<file path="src/ohf_pkg.sv">
// Purpose: Constants and carrier types for the overheat pin and fan sync block
// Assumes: APB with 32-bit data, one register per aligned word
// Notes: Register offsets are word indexes; byte address is four times them
package ohf_pkg;

	localparam int ADDR_W = 10;
	localparam int CLK_PERIOD_NS = 10;

	// Register indexes
	localparam logic [7:0] IDX_R1_CFG = 8'h5F;
	localparam logic [7:0] IDX_LOC_CFG = 8'h60;
	localparam logic [7:0] IDX_R2_CFG = 8'h61;
	localparam logic [7:0] IDX_ACOUSTIC = 8'h62;
	localparam logic [7:0] IDX_R1_LIM = 8'h6A;
	localparam logic [7:0] IDX_LOC_LIM = 8'h6B;
	localparam logic [7:0] IDX_R2_LIM = 8'h6C;
	localparam logic [7:0] IDX_STATUS2 = 8'h42;
	localparam logic [7:0] IDX_MASK2 = 8'h75;
	localparam logic [7:0] IDX_CFG3 = 8'h78;
	localparam logic [7:0] IDX_TIMER = 8'h79;
	localparam logic [7:0] IDX_TIMER_LIM = 8'h7A;
	localparam logic [7:0] IDX_CFG4 = 8'h7D;
	localparam logic [7:0] IDX_FAN_MODE = 8'h80;

	// Field positions
	localparam int BIT_OUT_EN = 3;
	localparam int BIT_SYNC = 4;
	localparam int BIT_TIMER_FLAG = 5;
	localparam int BIT_ALERT_EN = 0;
	localparam int BIT_TIMER_EN = 1;
	localparam int BIT_OVERRIDE = 2;
	localparam int BIT_HIGH_FREQ = 3;
	localparam int BIT_FOUR_WIRE = 4;
	localparam int BIT_TWOS_COMP = 5;
	localparam logic [1:0] PIN_FUNC_OVERHEAT = 2'h1;

	// Reset values
	localparam logic [7:0] RST_ZERO = 8'h00;
	localparam logic [7:0] RST_MASK2 = 8'h00;

	// Limit values that switch a channel's output off, and full fan duty
	localparam logic [7:0] LIM_OFF_OFFSET64 = 8'h00;
	localparam logic [7:0] LIM_OFF_TWOS = 8'h80;
	localparam logic [7:0] DUTY_FULL = 8'hFF;

	// Timer step of 22.76 ms
	localparam int TIMER_STEP_NS = 22760000;
	localparam int TIMER_STEP_CYC = TIMER_STEP_NS / CLK_PERIOD_NS;

	// Fan drive prescale divisors (cycles per duty step)
	localparam int PWM_HIGH_DIV = 4;
	localparam int PWM_LOW_DIV = 64;

	typedef struct packed {
		logic psel;
		logic penable;
		logic pwrite;
		logic [ADDR_W-1:0] paddr;
		logic [31:0] pwdata;
	} ohf_apb_req_type;

	typedef struct packed {
		logic [31:0] prdata;
		logic pready;
		logic pslverr;
	} ohf_apb_rsp_type;

	typedef struct packed {
		logic valid;
		logic [1:0] channel;
		logic [9:0] temp;
	} ohf_meas_type;

endpackage

</file>
<file path="src/ohf_overheat_fan.sv">
// Purpose: Overheat pin handling, fan drive override and speed input binding
// Assumes: Measurements and duty settings come from logic on clk
// Notes: Temperatures carry two fraction bits (0.25 degree steps)
// Functional notes
// - Override and timer enable bits plus running fan give full duty while pin asserted
// - Override off keeps present duty
// - Stopped fan never forced to full
// - Mask bit suppresses timer-limit alert
// - Zero limit alerts on first assertion
// - Enabled channel over limit pulls pin
// - Pin held until temp at limit
// - Pin low at least one cycle
// - Critical limits at 0x6A, 0x6B, 0x6C
// - Bit 3 enables per-channel output
// - Lowest limit code disables channel output
// - Square wave duty, low or high
// - Four speed inputs, three drives
// - Speed input aligned to own drive
// - Inputs three, four use drive three
// - Sync bit binds two-four to three
// - High frequency four-wire needs no sync
// - Timer over limit sets sticky flag
// - Timer step 22.76 ms, clears, saturates
// - Two bits select shared pin function
module ohf_overheat_fan
	import ohf_pkg::*;
#(
	parameter int STEP_CYC = TIMER_STEP_CYC,
	parameter int HIGH_DIV = PWM_HIGH_DIV,
	parameter int LOW_DIV = PWM_LOW_DIV
)
(
	// Clock, reset, enable
	input wire logic clk,
	input wire logic rst_b,
	input wire logic clkEn,
	// Register bus
	input wire ohf_pkg::ohf_apb_req_type apbReq,
	output ohf_pkg::ohf_apb_rsp_type apbRsp,
	// Measurement and duty inputs
	input wire ohf_pkg::ohf_meas_type meas,
	input wire logic [2:0][7:0] fanDuty,
	// Overheat pin, open drain
	input wire logic overheatPinIn,
	output logic overheatPinOut,
	output logic overheatPinOe,
	// Speed inputs and drives
	output logic [2:0] fanDrive,
	output logic [3:0] speedGate,
	// Alert
	output logic alertOut
);
	import ohf_pkg::*;

	localparam int SUB_W = $clog2(STEP_CYC + 1);
	localparam int PRE_W = 16;

	logic [2:0][7:0] chanCfg_q, chanCfg_d;
	logic [2:0][7:0] chanLim_q, chanLim_d;
	logic [7:0] acoustic_q, acoustic_d;
	logic [7:0] mask2_q, mask2_d;
	logic [7:0] cfg3_q, cfg3_d;
	logic [7:0] cfg4_q, cfg4_d;
	logic [7:0] timerLim_q, timerLim_d;
	logic [7:0] fanMode_q, fanMode_d;
	logic ready_q, ready_d;
	logic err_q, err_d;
	logic [31:0] rdata_q, rdata_d;
	logic pinMeta_q, pinSync_q;
	logic [SUB_W-1:0] sub_q, sub_d;
	logic [7:0] steps_q, steps_d;
	logic seen_q, seen_d;
	logic flag_q, flag_d;
	logic alert_q, alert_d;
	logic [2:0] over_q, over_d;
	logic pinOe_q, pinOe_d;
	logic [PRE_W-1:0] pre_q, pre_d;
	logic [7:0] pwm_q, pwm_d;
	logic [2:0] drive_q, drive_d;
	logic [3:0] gate_q, gate_d;
	logic [7:0] idx;
	logic access, wrEn, rdEn, mapped;
	logic ovhFunc, asserted, twosComp;
	logic [7:0] timerView;

	assign idx = apbReq.paddr[ADDR_W-1:2];
	assign access = apbReq.psel && apbReq.penable && ready_q;
	assign wrEn = access && apbReq.pwrite;
	assign rdEn = access && !apbReq.pwrite;
	assign ovhFunc = (cfg4_q[1:0] == PIN_FUNC_OVERHEAT);
	assign asserted = ovhFunc && cfg3_q[BIT_TIMER_EN] && !pinSync_q;
	assign twosComp = fanMode_q[BIT_TWOS_COMP];
	// first assertion shows as one until steps exist
	assign timerView = (steps_q != RST_ZERO) ? steps_q : {7'h00, seen_q};

	// Address decode for reads and error answer
	always_comb
	begin
		mapped = 1'b1;
		rdata_d = rdata_q;
		unique case (idx)
			IDX_R1_CFG: rdata_d = {24'h000000, chanCfg_q[0]};
			IDX_LOC_CFG: rdata_d = {24'h000000, chanCfg_q[1]};
			IDX_R2_CFG: rdata_d = {24'h000000, chanCfg_q[2]};
			IDX_ACOUSTIC: rdata_d = {24'h000000, acoustic_q};
			IDX_R1_LIM: rdata_d = {24'h000000, chanLim_q[0]};
			IDX_LOC_LIM: rdata_d = {24'h000000, chanLim_q[1]};
			IDX_R2_LIM: rdata_d = {24'h000000, chanLim_q[2]};
			IDX_STATUS2: rdata_d = {26'h0000000, flag_q, 5'h00};
			IDX_MASK2: rdata_d = {24'h000000, mask2_q};
			IDX_CFG3: rdata_d = {24'h000000, cfg3_q};
			IDX_TIMER: rdata_d = {24'h000000, timerView};
			IDX_TIMER_LIM: rdata_d = {24'h000000, timerLim_q};
			IDX_CFG4: rdata_d = {24'h000000, cfg4_q};
			IDX_FAN_MODE: rdata_d = {24'h000000, fanMode_q};
			default:
			begin
				mapped = 1'b0;
				rdata_d = 32'h00000000;
			end
		endcase
		// Data is latched in the setup cycle; answer comes one cycle later
		if (!(apbReq.psel && !apbReq.penable))
		begin
			rdata_d = rdata_q;
		end
		ready_d = apbReq.psel && !apbReq.penable;
		// Error answer stands only alongside pready
		err_d = (apbReq.psel && !apbReq.penable) ? !mapped : 1'b0;
	end

	// Writable registers
	always_comb
	begin
		chanCfg_d = chanCfg_q;
		chanLim_d = chanLim_q;
		acoustic_d = acoustic_q;
		mask2_d = mask2_q;
		cfg3_d = cfg3_q;
		cfg4_d = cfg4_q;
		timerLim_d = timerLim_q;
		fanMode_d = fanMode_q;
		if (wrEn)
		begin
			case (idx)
				IDX_R1_CFG: chanCfg_d[0] = apbReq.pwdata[7:0];
				IDX_LOC_CFG: chanCfg_d[1] = apbReq.pwdata[7:0];
				IDX_R2_CFG: chanCfg_d[2] = apbReq.pwdata[7:0];
				IDX_ACOUSTIC: acoustic_d = apbReq.pwdata[7:0];
				IDX_R1_LIM: chanLim_d[0] = apbReq.pwdata[7:0];
				IDX_LOC_LIM: chanLim_d[1] = apbReq.pwdata[7:0];
				IDX_R2_LIM: chanLim_d[2] = apbReq.pwdata[7:0];
				IDX_MASK2: mask2_d = apbReq.pwdata[7:0];
				IDX_CFG3: cfg3_d = apbReq.pwdata[7:0];
				IDX_TIMER_LIM: timerLim_d = apbReq.pwdata[7:0];
				IDX_CFG4: cfg4_d = apbReq.pwdata[7:0];
				IDX_FAN_MODE: fanMode_d = apbReq.pwdata[7:0];
				default:
				begin
					fanMode_d = fanMode_q;
				end
			endcase
		end
	end

	always_ff @(posedge clk)
	begin
		if (!rst_b)
		begin
			chanCfg_q <= '0;
			chanLim_q <= '0;
			acoustic_q <= RST_ZERO;
			mask2_q <= RST_MASK2;
			cfg3_q <= RST_ZERO;
			cfg4_q <= RST_ZERO;
			timerLim_q <= RST_ZERO;
			fanMode_q <= RST_ZERO;
			ready_q <= 1'b0;
			err_q <= 1'b0;
			rdata_q <= 32'h00000000;
		end
		else if (clkEn)
		begin
			chanCfg_q <= chanCfg_d;
			chanLim_q <= chanLim_d;
			acoustic_q <= acoustic_d;
			mask2_q <= mask2_d;
			cfg3_q <= cfg3_d;
			cfg4_q <= cfg4_d;
			timerLim_q <= timerLim_d;
			fanMode_q <= fanMode_d;
			ready_q <= ready_d;
			err_q <= err_d;
			rdata_q <= rdata_d;
		end
	end

	// Pin synchroniser; own drive is seen too, as on the wire
	always_ff @(posedge clk)
	begin
		if (!rst_b)
		begin
			pinMeta_q <= 1'b1;
			pinSync_q <= 1'b1;
		end
		else if (clkEn)
		begin
			pinMeta_q <= overheatPinIn;
			pinSync_q <= pinMeta_q;
		end
	end

	// Assertion timer, sticky flag and alert
	always_comb
	begin
		sub_d = sub_q;
		steps_d = steps_q;
		seen_d = seen_q;
		if (rdEn && idx == IDX_TIMER)
		begin
			sub_d = '0;
			steps_d = RST_ZERO;
			seen_d = 1'b0;
		end
		else if (asserted)
		begin
			seen_d = 1'b1;
			if (sub_q == SUB_W'(STEP_CYC - 1))
			begin
				sub_d = '0;
				if (steps_q != 8'hFF)
				begin
					steps_d = steps_q + 8'h01;
				end
			end
			else
			begin
				sub_d = sub_q + SUB_W'(1);
			end
		end
		// a zero limit trips on first assertion
		// Set wins over the clear from reading the status register
		flag_d = flag_q;
		if (rdEn && idx == IDX_STATUS2)
		begin
			flag_d = 1'b0;
		end
		if (timerView > timerLim_q)
		begin
			flag_d = 1'b1;
		end
		// mask only gates the alert, not the flag
		alert_d = flag_d && !mask2_q[BIT_TIMER_FLAG] && cfg3_q[BIT_ALERT_EN];
	end

	always_ff @(posedge clk)
	begin
		if (!rst_b)
		begin
			sub_q <= '0;
			steps_q <= RST_ZERO;
			seen_q <= 1'b0;
			flag_q <= 1'b0;
			alert_q <= 1'b0;
		end
		else if (clkEn)
		begin
			sub_q <= sub_d;
			steps_q <= steps_d;
			seen_q <= seen_d;
			flag_q <= flag_d;
			alert_q <= alert_d;
		end
	end

	// Per-channel critical comparison
	genvar c;
	generate
		for (c = 0; c < 3; c++)
		begin : g_chan
			logic [9:0] tempKey, limKey;
			logic limOff, overNext;
			always_comb
			begin
				// Flip sign bit so both encodings compare unsigned
				tempKey = {meas.temp[9] ^ twosComp, meas.temp[8:0]};
				limKey = {chanLim_q[c][7] ^ twosComp, chanLim_q[c][6:0], 2'b00};
				limOff = twosComp ? (chanLim_q[c] == LIM_OFF_TWOS) :
					(chanLim_q[c] == LIM_OFF_OFFSET64);
				overNext = over_q[c];
				if (!chanCfg_q[c][BIT_OUT_EN] || limOff)
				begin
					overNext = 1'b0;
				end
				// update only when this channel is measured
				else if (meas.valid && meas.channel == 2'(c))
				begin
					overNext = tempKey > limKey;
				end
			end
			// One process per bit keeps a single driver on each
			assign over_d[c] = overNext;
		end
	endgenerate

	always_comb
	begin
		// state holds until next measurement of that channel
		pinOe_d = ovhFunc && (over_d != 3'b000);
	end

	always_ff @(posedge clk)
	begin
		if (!rst_b)
		begin
			over_q <= 3'b000;
			pinOe_q <= 1'b0;
		end
		else if (clkEn)
		begin
			over_q <= over_d;
			pinOe_q <= pinOe_d;
		end
	end

	// Fan drive square wave and speed input binding
	always_comb
	begin
		logic [PRE_W-1:0] div;
		logic [7:0] duty;
		logic tick;
		div = '0;
		duty = '0;
		tick = 1'b0;
		// low frequency set by three select bits
		if (fanMode_q[BIT_HIGH_FREQ])
		begin
			div = PRE_W'(HIGH_DIV);
		end
		else
		begin
			div = PRE_W'(LOW_DIV) << fanMode_q[2:0];
		end
		tick = (pre_q >= div - PRE_W'(1));
		pre_d = tick ? '0 : pre_q + PRE_W'(1);
		pwm_d = tick ? pwm_q + 8'h01 : pwm_q;
		for (int i = 0; i < 3; i++)
		begin
			duty = fanDuty[i];
			// only a running fan is forced
			if (cfg3_q[BIT_OVERRIDE] && asserted && duty != RST_ZERO)
			begin
				duty = DUTY_FULL;
			end
			drive_d[i] = (duty == DUTY_FULL) || (pwm_q < duty);
		end
		// input one to one, two to two
		gate_d[0] = drive_q[0];
		// sync bit moves input two to drive three
		gate_d[1] = acoustic_q[BIT_SYNC] ? drive_q[2] : drive_q[1];
		// inputs three and four share drive three
		gate_d[2] = drive_q[2];
		gate_d[3] = drive_q[2];
		if (fanMode_q[BIT_HIGH_FREQ] && fanMode_q[BIT_FOUR_WIRE])
		begin
			gate_d = 4'hF;
		end
	end

	always_ff @(posedge clk)
	begin
		if (!rst_b)
		begin
			pre_q <= '0;
			pwm_q <= RST_ZERO;
			drive_q <= 3'b000;
			gate_q <= 4'h0;
		end
		else if (clkEn)
		begin
			pre_q <= pre_d;
			pwm_q <= pwm_d;
			drive_q <= drive_d;
			gate_q <= gate_d;
		end
	end

	assign apbRsp.prdata = rdata_q;
	assign apbRsp.pready = ready_q;
	assign apbRsp.pslverr = err_q;
	// Open drain: only ever pulls low
	assign overheatPinOut = 1'b0;
	assign overheatPinOe = pinOe_q;
	assign fanDrive = drive_q;
	assign speedGate = gate_q;
	assign alertOut = alert_q;

endmodule

</file>
<file path="config.mk">
export PLATFORM = sky130hd
export DESIGN_NAME = ohf_overheat_fan
export DESIGN_NICKNAME = d
export VERILOG_FILES = /design/src/ohf_pkg.sv /design/src/ohf_overheat_fan.sv
export SDC_FILE = /design/constraint.sdc
export NUM_CORES = 1
export LEC_CHECK = 0
export ABC_AREA = 0
export BUFFER_PORTS_ARGS = -buffer_cell sky130_fd_sc_hd__buf_2
export CELL_PAD_IN_SITES_DETAIL_PLACEMENT = 2
export CELL_PAD_IN_SITES_GLOBAL_PLACEMENT = 2
export CORE_ASPECT_RATIO = 0.5
export CORE_MARGIN = 2
export CORE_UTILIZATION = 35
export CTS_CLUSTER_SIZE = 28
export DETAILED_ROUTE_END_ITERATION = 16
export PLACE_DENSITY_LB_ADDON = 0.05
export RECOVER_POWER = 25
export SLEW_MARGIN = 15
export SYNTH_ARGS = -nofsm -noshare
export SYNTH_HDL_FRONTEND = slang
export SYNTH_SLANG_ARGS = --single-unit
</file>
<file path="constraint.sdc">
create_clock -name clk -period 2.9 [get_ports clk]
set_input_delay 0.435 -clock clk [delete_from_list [all_inputs] [get_ports clk]]
set_output_delay 0.435 -clock clk [all_outputs]
set_load 0.005 [all_outputs]
</file>
* After elaboration in Yosys (flattened, before gate mapping)
Cells that the tools add are included.
Word-level totals: input port bits 86, register bits after elaboration 200, word-level logic and storage cells 165, output and inout bits 44
Cells by class: mux-type cells 31, bitwise operators 4, reduce and logical (&&, ||, !) cells 63, equal/unequal tests 25, shift operators 1, $lt $le $gt $ge 8, $add $sub $neg 5
Operator list (count):
- one-hot mux 8 bit (14 select lines) | 1
- equality test 8 x 7 -> 1 bit (second input constant) | 13
- 2-to-1 mux 22 bit | 3
- 2-to-1 mux 8 bit | 8
- equality test 8 bit (second input constant) | 7
- AND reduction 3 bit | 12
- 2-to-1 mux 16 bit | 2
- nonzero test 8 bit | 4
- greater-than comparator 10 bit | 3
- zero test 8 bit | 3
- less-than comparator 8 bit | 3
- adder 22 x 1 -> 22 bit (second input constant) | 1
- equality test 22 bit (second input constant) | 1
- logical AND 1 bit | 20
- adder 16 x 1 -> 16 bit (second input constant) | 1
- adder 8 x 1 -> 8 bit (second input constant) | 2
- >= comparator 16 bit | 1
- 2-to-1 mux 1 bit | 16
- left shift 7 x 3 -> 16 bit (first input constant) | 1
- subtractor 16 x 1 -> 16 bit (second input constant) | 1
- OR reduction 14 bit | 1
- greater-than comparator 8 bit | 1
- zero test 1 bit | 8
- != test 8 bit (second input constant) | 1
- other kinds (10) | 23

* Longest topological paths before layout
Gate-level depths: netlist of run 1.
depth after elaboration 8, gate-level depth with buffers 13, mapped depth without buffers 13

* Worst setup path after synthesis of run 1
Ideal clock, no wire load.
path kind register to register, from register fanMode_q[1], to register pwm_q[4], slack 0.373 ns, stages on the path, launching flop included 11, arrival 2.408 ns, buffers on the path 1, clock period less this slack 2.527 ns, required time 2.782 ns, cells stage by stage dfxtp_1 clkbuf_1 nor3_1 or2_2 ha_1 o21ai_0 nor2_1 o311ai_0 nand2_1 and3_1 mux2i_1
Between the ends: cells in the longest elaborated chain, start to end 5
RTL lines:
- start, declared | RTL line ohf_overheat_fan.sv:65 | logic [7:0] fanMode_q, fanMode_d;
- start signal, assigned | RTL line ohf_overheat_fan.sv:191 | fanMode_q <= fanMode_d;
- left shift 7 x 3 -> 16 bit | RTL line ohf_overheat_fan.sv:342 | div = PRE_W'(LOW_DIV) << fanMode_q[2:0];
- 2-to-1 mux 16 bit | RTL line ohf_overheat_fan.sv:336 | if (fanMode_q[BIT_HIGH_FREQ])
- subtractor 16 x 1 -> 16 bit | RTL line ohf_overheat_fan.sv:344 | tick = (pre_q >= div - PRE_W'(1));
- >= comparator 16 bit | RTL line ohf_overheat_fan.sv:344
- AND reduction 2 bit (no source line)
- end signal, assigned | RTL line ohf_overheat_fan.sv:382 | pwm_q <= pwm_d;
- end, declared | RTL line ohf_overheat_fan.sv:78 | logic [7:0] pwm_q, pwm_d;
Every way passes these cells. A chain may end at the register's enable or synchronous reset.

* Worst setup path after layout of run 1
from input clkEn, to register mask2_q[6]
Between the ends: cells in the longest elaborated chain, start to end 1
RTL lines:
- start, declared | RTL line ohf_overheat_fan.sv:36 | input wire logic clkEn,
- AND reduction 3 bit (no source line)
- end signal, assigned | RTL line ohf_overheat_fan.sv:187 | mask2_q <= mask2_d;
- end, declared | RTL line ohf_overheat_fan.sv:61 | logic [7:0] mask2_q, mask2_d;
Every way passes these cells.

==> impl_summary.txt, run 1 <==
----------------------------------------------------
[Floorplanning]
  Core outline area ... 29400 µm²
  Die width ... 250.0 µm
  Initial Util ... 36.03%
  Die area ... 31760 µm²
  Top-level port count ... 130
  Height of the die ... 127.0 µm
  Core Rows ... 44

[Global route]
  Antenna violations before repair ... 0
  Maximum number of pins on one net before global-route repair ... 107
  Gr usage total ... 24.73%
  Global-route wire length before repair ... 60.58 mm
  Via count of the first global-routing pass ... 10.53k
  Total congestion overflow ... 0

[Worst setup path]
  Worst path bufs/invs ... 2
  Launching element type of the critical path ... primary input
  CP Cell Sequence ... clkbuf_1 -> and3_1 -> clkbuf_1 -> nand4b_1 -> nand2_1 -> a21boi_0
  Worst-path maximum fanout ... 18
  Worst setup EP type ... flop
  Crit Path Class ... primary input to flop
  CP required ... 3.23 ns
  Largest delay contributor family on the critical path ... buffers and inverters
  Most used cell along the critical path ... sky130_fd_sc_hd__clkbuf_1
  Slowest cell on the critical path ... sky130_fd_sc_hd__clkbuf_1
  CP arrival ... 3.08 ns
  CP peak stage delay ... 0.80 ns

[Synth]
  Portion of the post-synthesis area used by sequential elements ... 33.07%
  Most common cell in the synthesized netlist ... sky130_fd_sc_hd__dfxtp_1
  Share of synthesized registers carrying an async set or reset ... 0%
  Number of warnings printed during yosys synthesis ... 0
  Prevailing post-synth register cell ... sky130_fd_sc_hd__dfxtp_1
  Synth Area in XOR/XNOR ... 3.555%
  Top cells by instance count after synthesis ... 175 x sky130_fd_sc_hd__dfxtp_1, 154 x sky130_fd_sc_hd__nand2_1, 93 x sky130_fd_sc_hd__nor2_1, 81 x sky130_fd_sc_hd__mux2i_1, 72 x sky130_fd_sc_hd__ha_1
  Post-synthesis instance total ... 1272
  Post-Synthesis Mean Instance Area ... 8.328 µm²
  Synth top area share ... 33.07%
  Cell type contributing the most total cell area after synthesis ... sky130_fd_sc_hd__dfxtp_1
  Synthesized-area fraction occupied by and/or/nand/nor cells ... 25.30%
  Adder and majority gate portion of the synthesized area ... 8.505%
  Post-synthesis register bit count ... 175
  Share of the synthesized area in compound gates (AO/OA/AOI/OAI) ... 15.14%
  Library cells used by synthesis ... 73
  Synthesized area ... 10590 µm²
  Dominant combinational cell family by area after synthesis ... simple AND/OR/NAND/NOR gates
  Number of synthesized flops with an enable pin ... 0
  Portion of netlist area occupied by mux cells ... 8.079%
  Top post-synthesis cells by area ... sky130_fd_sc_hd__dfxtp_1 33%, sky130_fd_sc_hd__ha_1 8.5%, sky130_fd_sc_hd__mux2i_1 7.7%

[Clock network]
  Clk root buf ... sky130_fd_sc_hd__clkbuf_16
  Sink Count ... 175
  CTS Hold Buffers Added ... 0
  TritonCTS clock tree ... built
  Clock buffers created by TritonCTS ... 17
  Source-to-sink clock delay at the later pin of the worst-skew pair ... 0.45 ns
  CTS H-tree depth ... 4
  Maximum number of buffers from clock root to sink ... 2
  Clock edge transition at the registers on the reported setup and hold paths ... 0.07 ns

[Pwr]
  Largest vdd supply drop ... 0.3128 mV
  Leakage power ... 4.611 nW
  Ratio of total power to cell area ... 426.3 nW/µm²

[Drt]
  Average routed wire per standard cell ... 21.95 µm
  Total vias in the final route ... 9645
  Pre-antenna DRT Iters ... 4
  Remaining design rule violation count ... 0
  Total wirelength of the detailed-routed design ... 38.37 mm
  Residual antenna-violating net count after detailed routing ... 0
  Per-cell via count in the routed design ... 5.518
  First DRT Iteration DRCs ... 444

[Placed design]
  Sum of net half-perimeters after detailed placement ... 28.49 mm
  Weighted congestion reported at the end of routability-driven placement ... 0.8769
  Count of port buffers added during placement ... 78
  Pre-CTS WS ... 0.1852 ns

[STA]
  Crit path setup slack, layout ... 0.1529 ns
  Max Fclk ... 364.0 MHz
  Tcrit/Tclk final ... 94.73%
  Slew of the pin with the lowest slew margin ... 1.115 ns
  Worst slew margin relative to its limit ... 25.67%
  Number of failing hold endpoints at the final stage ... 0
  Final count of negative-setup-slack endpoints ... 0
  Clock skew ... 0.01050 ns
  RSZ-0062 raised after global routing ... false
  Setup TNS after final layout ... 0 ns
  Slew Limit Fails ... 0
  Clock period minus final worst setup slack ... 2.747 ns

[Layout]
  Number of nets at the end of the flow ... 1502
  Share of post-route cells with drive strength above 1 ... 11.57%
  Area growth from synthesis to layout ... 12.91%
  # diodes ... 0

[Min path]
  Worst min-delay path class ... primary input to flop

[Flow run]
  Max-cap violations ... 0

[Status]
  Result of the run ... completed

----------------------------------------------------
==> layout make-up <==
class	count	area, µm²
Sequential cell	175	3503
Multi-Input combinational cell	982	6524
Fill cell	3325	17440
Tap cell	391	489.2
Timing Repair Buffer	125	721.9
Inverter	43	161.4
Clock buffer	23	478.0
Clock inverter	9	82.58
==> cell usage in the layout, fill, tap and decap left out, types with 5 or more instances in the layout <==
cell type / n
sky130_fd_sc_hd__a31oi_1: 7
sky130_fd_sc_hd__nor2b_1: 56
sky130_fd_sc_hd__ha_1: 72
sky130_fd_sc_hd__nor4_1: 17
sky130_fd_sc_hd__nand3b_1: 6
sky130_fd_sc_hd__a21o_1: 9
sky130_fd_sc_hd__nand2_1: 154
sky130_fd_sc_hd__nand2b_1: 11
sky130_fd_sc_hd__a22oi_1: 9
sky130_fd_sc_hd__xnor2_1: 26
sky130_fd_sc_hd__a211oi_1: 12
sky130_fd_sc_hd__buf_4: 41
sky130_fd_sc_hd__mux2i_1: 81
sky130_fd_sc_hd__nor3_1: 17
sky130_fd_sc_hd__clkbuf_16: 17
sky130_fd_sc_hd__o2bb2ai_1: 6
sky130_fd_sc_hd__conb_1: 28
sky130_fd_sc_hd__nor2_1: 93
sky130_fd_sc_hd__clkbuf_1: 20
sky130_fd_sc_hd__o21ai_0: 40
sky130_fd_sc_hd__a21oi_1: 39
sky130_fd_sc_hd__buf_2: 64
sky130_fd_sc_hd__a211o_1: 5
sky130_fd_sc_hd__o31ai_1: 6
sky130_fd_sc_hd__nand3_1: 57
sky130_fd_sc_hd__a32oi_1: 5
sky130_fd_sc_hd__dfxtp_1: 175
sky130_fd_sc_hd__a21boi_0: 53
sky130_fd_sc_hd__and3_1: 16
sky130_fd_sc_hd__inv_1: 43
sky130_fd_sc_hd__xor2_1: 17
sky130_fd_sc_hd__or3_1: 10
sky130_fd_sc_hd__and2_1: 8
sky130_fd_sc_hd__nand4_1: 36
sky130_fd_sc_hd__o22ai_1: 6
==> logic make-up (layout without fill, tap and decap cells) <==
family,Yosys count,count (layout)
other,2,28
multiplexers,85,85
AND/OR/NAND/NOR,521,521
AO/OA/AOI/OAI,233,233
buffers and inverters,141,200
flip-flops,175,175
XOR/XNOR,43,43
adder cells (fa/ha/maj),72,72
==> worst paths after layout <==
path / start / end / slack [ns] / cells past startpoint
max: clkEn / mask2_q[6] / 0.15 / 6
min: overheatPinIn / pinMeta_q / 0.25 / 3
max reg2reg: fanMode_q[5] / over_q[2] / 0.25 / 8
min reg2reg: rdata_q[2] / rdata_q[2] / 0.45 / 2
==> tightest hold or removal path, stage by stage <==
cell and delay (ns):
sky130_fd_sc_hd__buf_2 0.10, sky130_fd_sc_hd__mux2i_1 0.07, sky130_fd_sc_hd__nand2_1 0.06
==> metal layers <==
layer  vias to the layer above  track usage (%)  share of wire, %
li1                       4614                -                 -
met1                      4803            31.00                47
met2                       169            42.96                47
met3                        59            4.381               3.3
met4                         0            9.052               2.9
met5                         -                0                 0
==> sequential cells by signal, indices dropped and copies added, names as in the netlist, 16 cells and up <==
name / cells
sub_q: 22
pre_q: 16
chanCfg_q: 24
chanLim_q: 24
==> through the flow <==
| step | area, µm² | hold slack, ns | power (mW) | utilization [%] | std cells |
|---|---|---|---|---|---|
| finish | 11960 | 0.2475 | 5.099 | 40.68 | 1748 |
| global route | 11960 | 0.2438 | 5.295 | 40.68 | 1748 |
| CTS | 12000 | 0.2272 | 5.159 | 40.82 | 1748 |
| detailed placement | 11440 | 0.4456 | 2.883 | 38.91 | 1716 |
| global placement | 11440 | 0.4355 | 2.868 | 38.91 | 1716 |
| floorplan | 10690 | 0.4361 | 2.720 | - | 1298 |
==> power by group <==
part / internal, mW / switching, mW
sequential: 2.41 / 0.0120
clock: 1.25 / 1.02
combinational: 0.139 / 0.262
total: 3.80 / 1.30
==> what timing repair did <==
| item | in CTS | in global routing |
|---|---|---|
| endpoints found under the setup margin | 0 | 7 |
| setup buffers | 0 | 0 |
| resized for setup | 0 | 2 |
No activity file was read; power rests on OpenSTA's default activity.
==> run 2: changes to the inputs <==
--- a/config.mk
+++ b/config.mk
@@ -14,6 +14,7 @@
 export CORE_UTILIZATION = 35
 export CTS_CLUSTER_SIZE = 28
 export DETAILED_ROUTE_END_ITERATION = 16
+export MAX_ROUTING_LAYER = met4
 export PLACE_DENSITY_LB_ADDON = 0.05
 export RECOVER_POWER = 25
 export SLEW_MARGIN = 15
==> run 2 against run 1 <==
Worst setup slack got worse by 0.0065 ns; register-to-register slack barely moved; via count decreased by 0.17%; sequential share of layout area did not move; wire length barely moved; maximum frequency down 0.24%; cell area is the same; clock power about the same; cell count unchanged.
==> impl_summary.txt, run 2 (synthesis gave the netlist of run 1 again) <==
----------------------------------------------------
[Drt]
  First DRT Iteration DRCs ... 473 (was 444)
  Average routed wire per standard cell ... 21.94 µm (was 21.95 µm)
  Pre-antenna DRT Iters ... 5 (was 4)
  Highest signal layer in the routed design ... met4 (unchanged)
  Residual antenna-violating net count after detailed routing ... 0 (unchanged)
  Detailed-routed wire length on met3 ... 1.327 mm (was 1.281 mm)
  Per-cell via count in the routed design ... 5.509 (was 5.518)
  Met2 Wirelength ... 18.25 mm (was 18.10 mm)
  Total vias in the final route ... 9629 (was 9645)
  Remaining design rule violation count ... 0 (unchanged)
  Total wirelength of the detailed-routed design ... 38.34 mm (was 38.37 mm)
  M1 wire length ... 17.75 mm (was 17.87 mm)

[STA]
  RSZ-0062 raised after global routing ... false (unchanged)
  Max Fclk ... 363.2 MHz (was 364.0 MHz)
  Worst hold slack ... 0.2377 ns (was 0.2475 ns)
  Final count of negative-setup-slack endpoints ... 0 (unchanged)
  Slew of the pin with the lowest slew margin ... 1.119 ns (was 1.115 ns)
  Slew Limit Fails ... 0 (unchanged)
  Number of failing hold endpoints at the final stage ... 0 (unchanged)
  Setup TNS after final layout ... 0 ns (unchanged)
  Clock period minus final worst setup slack ... 2.754 ns (was 2.747 ns)
  Tcrit/Tclk final ... 94.95% (was 94.73%)
  Clock skew ... 0.01079 ns (was 0.01050 ns)
  Worst slew margin relative to its limit ... 25.41% (was 25.67%)
  Crit path setup slack, layout ... 0.1464 ns (was 0.1529 ns)

[Layout]
  # diodes ... 0 (unchanged)
  Final core utilization ... 40.68% (unchanged)
  Most frequent cells in the layout ... 175 x sky130_fd_sc_hd__dfxtp_1, 154 x sky130_fd_sc_hd__nand2_1, 93 x sky130_fd_sc_hd__nor2_1 (unchanged)
  Share of post-route cells with drive strength above 1 ... 11.57% (unchanged)
  Number of nets at the end of the flow ... 1502 (unchanged)
  Fill cells ... 3325 (unchanged)
  Area growth from synthesis to layout ... 12.91% (unchanged)
  Leading registers by flop count ... chanCfg_q x24, chanLim_q x24, sub_q x22 (unchanged)
  Most common cell after layout, fill and taps aside ... sky130_fd_sc_hd__dfxtp_1 (unchanged)

[Status]
  Result of the run ... completed (unchanged)

[Pwr]
  Largest vdd supply drop ... 0.3211 mV (was 0.3128 mV)
  Leakage power ... 4.611 nW (unchanged)
  Ratio of total power to cell area ... 427.6 nW/µm² (was 426.3 nW/µm²)
  Power Total ... 5.114 mW (was 5.099 mW)

[Floorplanning]
  Top-level port count ... 130 (unchanged)
  Core outline area ... 29400 µm² (unchanged)
  Core Rows ... 44 (unchanged)
  Die width ... 250.0 µm (unchanged)
  Height of the die ... 127.0 µm (unchanged)
  Initial Util ... 36.03% (unchanged)
  Die area ... 31760 µm² (unchanged)

[Worst setup path]
  Reg-to-reg critical path startpoint ... fanMode_q[5] (unchanged)
  Worst setup slack for register-to-register paths ... 0.24 ns (was 0.25 ns)
  Crit Path Class ... primary input to flop (unchanged)
  Worst setup EP type ... flop (unchanged)
  Worst r2r dst ... over_q[2] (unchanged)
  Start point of the critical path ... clkEn (unchanged)
  R2r worst-path depth ... 8 (unchanged)
  Worst-path maximum fanout ... 18 (unchanged)
  Launching element type of the critical path ... primary input (unchanged)
  CP arrival ... 3.09 ns (was 3.08 ns)
  Critical Path End ... mask2_q[6] (unchanged)
  CP required ... 3.24 ns (was 3.23 ns)

[Clock network]
  TritonCTS clock tree ... built (unchanged)
  CTS H-tree depth ... 4 (unchanged)
  Clock edge transition at the registers on the reported setup and hold paths ... 0.07 ns (about the same)
  Clock buffers created by TritonCTS ... 17 (unchanged)
  Clk root buf ... sky130_fd_sc_hd__clkbuf_16 (unchanged)
  Source-to-sink clock delay at the later pin of the worst-skew pair ... 0.46 ns (was 0.45 ns)
  Maximum number of buffers from clock root to sink ... 2 (unchanged)
  Sink Count ... 175 (unchanged)
  Number of buffers inserted by post-CTS setup repair ... 0 (unchanged)

[Global route]
  Maximum number of pins on one net before global-route repair ... 107 (unchanged)
  Antenna violations before repair ... 0 (unchanged)
  Via count of the first global-routing pass ... 10.53k (about the same)
  Gr usage total ... 25.52% (was 24.73%)
  Total congestion overflow ... 0 (unchanged)
  Global-route wire length before repair ... 60.58 mm (unchanged)

[Placed design]
  Sum of net half-perimeters after detailed placement ... 28.49 mm (unchanged)
  Count of port buffers added during placement ... 78 (unchanged)
  Weighted congestion reported at the end of routability-driven placement ... 0.8914 (was 0.8769)
  Pre-CTS WS ... 0.1852 ns (unchanged)

[Flow run]
  Max-cap violations ... 0 (unchanged)

[Min path]
  Worst min-delay path class ... primary input to flop (unchanged)

----------------------------------------------------
## run 2: how the worst min path moves through the flow
| stage | from | end | slack [ns] | cells past startpoint |
|---|---|---|---|---|
| after floorplan | seen_q | seen_q | 0.44 | 2 |
| after global placement | rdata_q[6] | rdata_q[6] | 0.44 | 2 |
| after detailed placement | rdata_q[2] | rdata_q[2] | 0.45 | 2 |
| after CTS | overheatPinIn | pinMeta_q | 0.23 | 3 |
| after global routing | overheatPinIn | pinMeta_q | 0.24 | 3 |
| final | overheatPinIn | pinMeta_q | 0.24 | 3 |
## run 2: metal layers
metal / GRT usage, % / vias to the layer above
li1: - / 4613
met1: 31.05 / 4800
met2: 42.86 / 164
met3: 4.666 / 52
met4: 8.841 / 0
met5: - / -
## run 2: through the flow
| stage | cell area, µm² | instances |
|---|---|---|
| 2_1_floorplan | 10690 | 1298 |
| 3_3_place_gp | 11440 | 1716 |
| 3_5_place_dp | 11440 | 1716 |
| 4_1_cts | 12000 | 1748 |
| 5_1_grt | 11960 | 1748 |
| 6_report | 11960 | 1748 |
## run 2: timing repair
item | CTS | global route
setup endpoints to repair | 0 | 7
resized for setup | 0 | 2
hold buffers | 0 | 0
## run 2: layout make-up
type,count,area (µm²),area share (%)
multi-input combinational,982,6524,54.55
timing repair buffer,125,721.9,6.036
tap,391,489.2,4.090
sequential,175,3503,29.29
inverter,43,161.4,1.350
clock buffer,23,478.0,3.996
clock inverter,9,82.58,0.6904
## run 2: report_power, final
group	switching, mW	total (mW)	internal [mW]	leakage, nW
registers	0.0120	2.43	2.41	1.41
logic	0.262	0.402	0.139	2.93
clock network	1.04	2.29	1.25	0.273
## run 2: critical path, stage by stage
cell and delay (ns):
sky130_fd_sc_hd__clkbuf_1 0.80, sky130_fd_sc_hd__and3_1 0.47, sky130_fd_sc_hd__clkbuf_1 0.54, sky130_fd_sc_hd__nand4b_1 0.53, sky130_fd_sc_hd__nand2_1 0.20, sky130_fd_sc_hd__a21boi_0 0.10
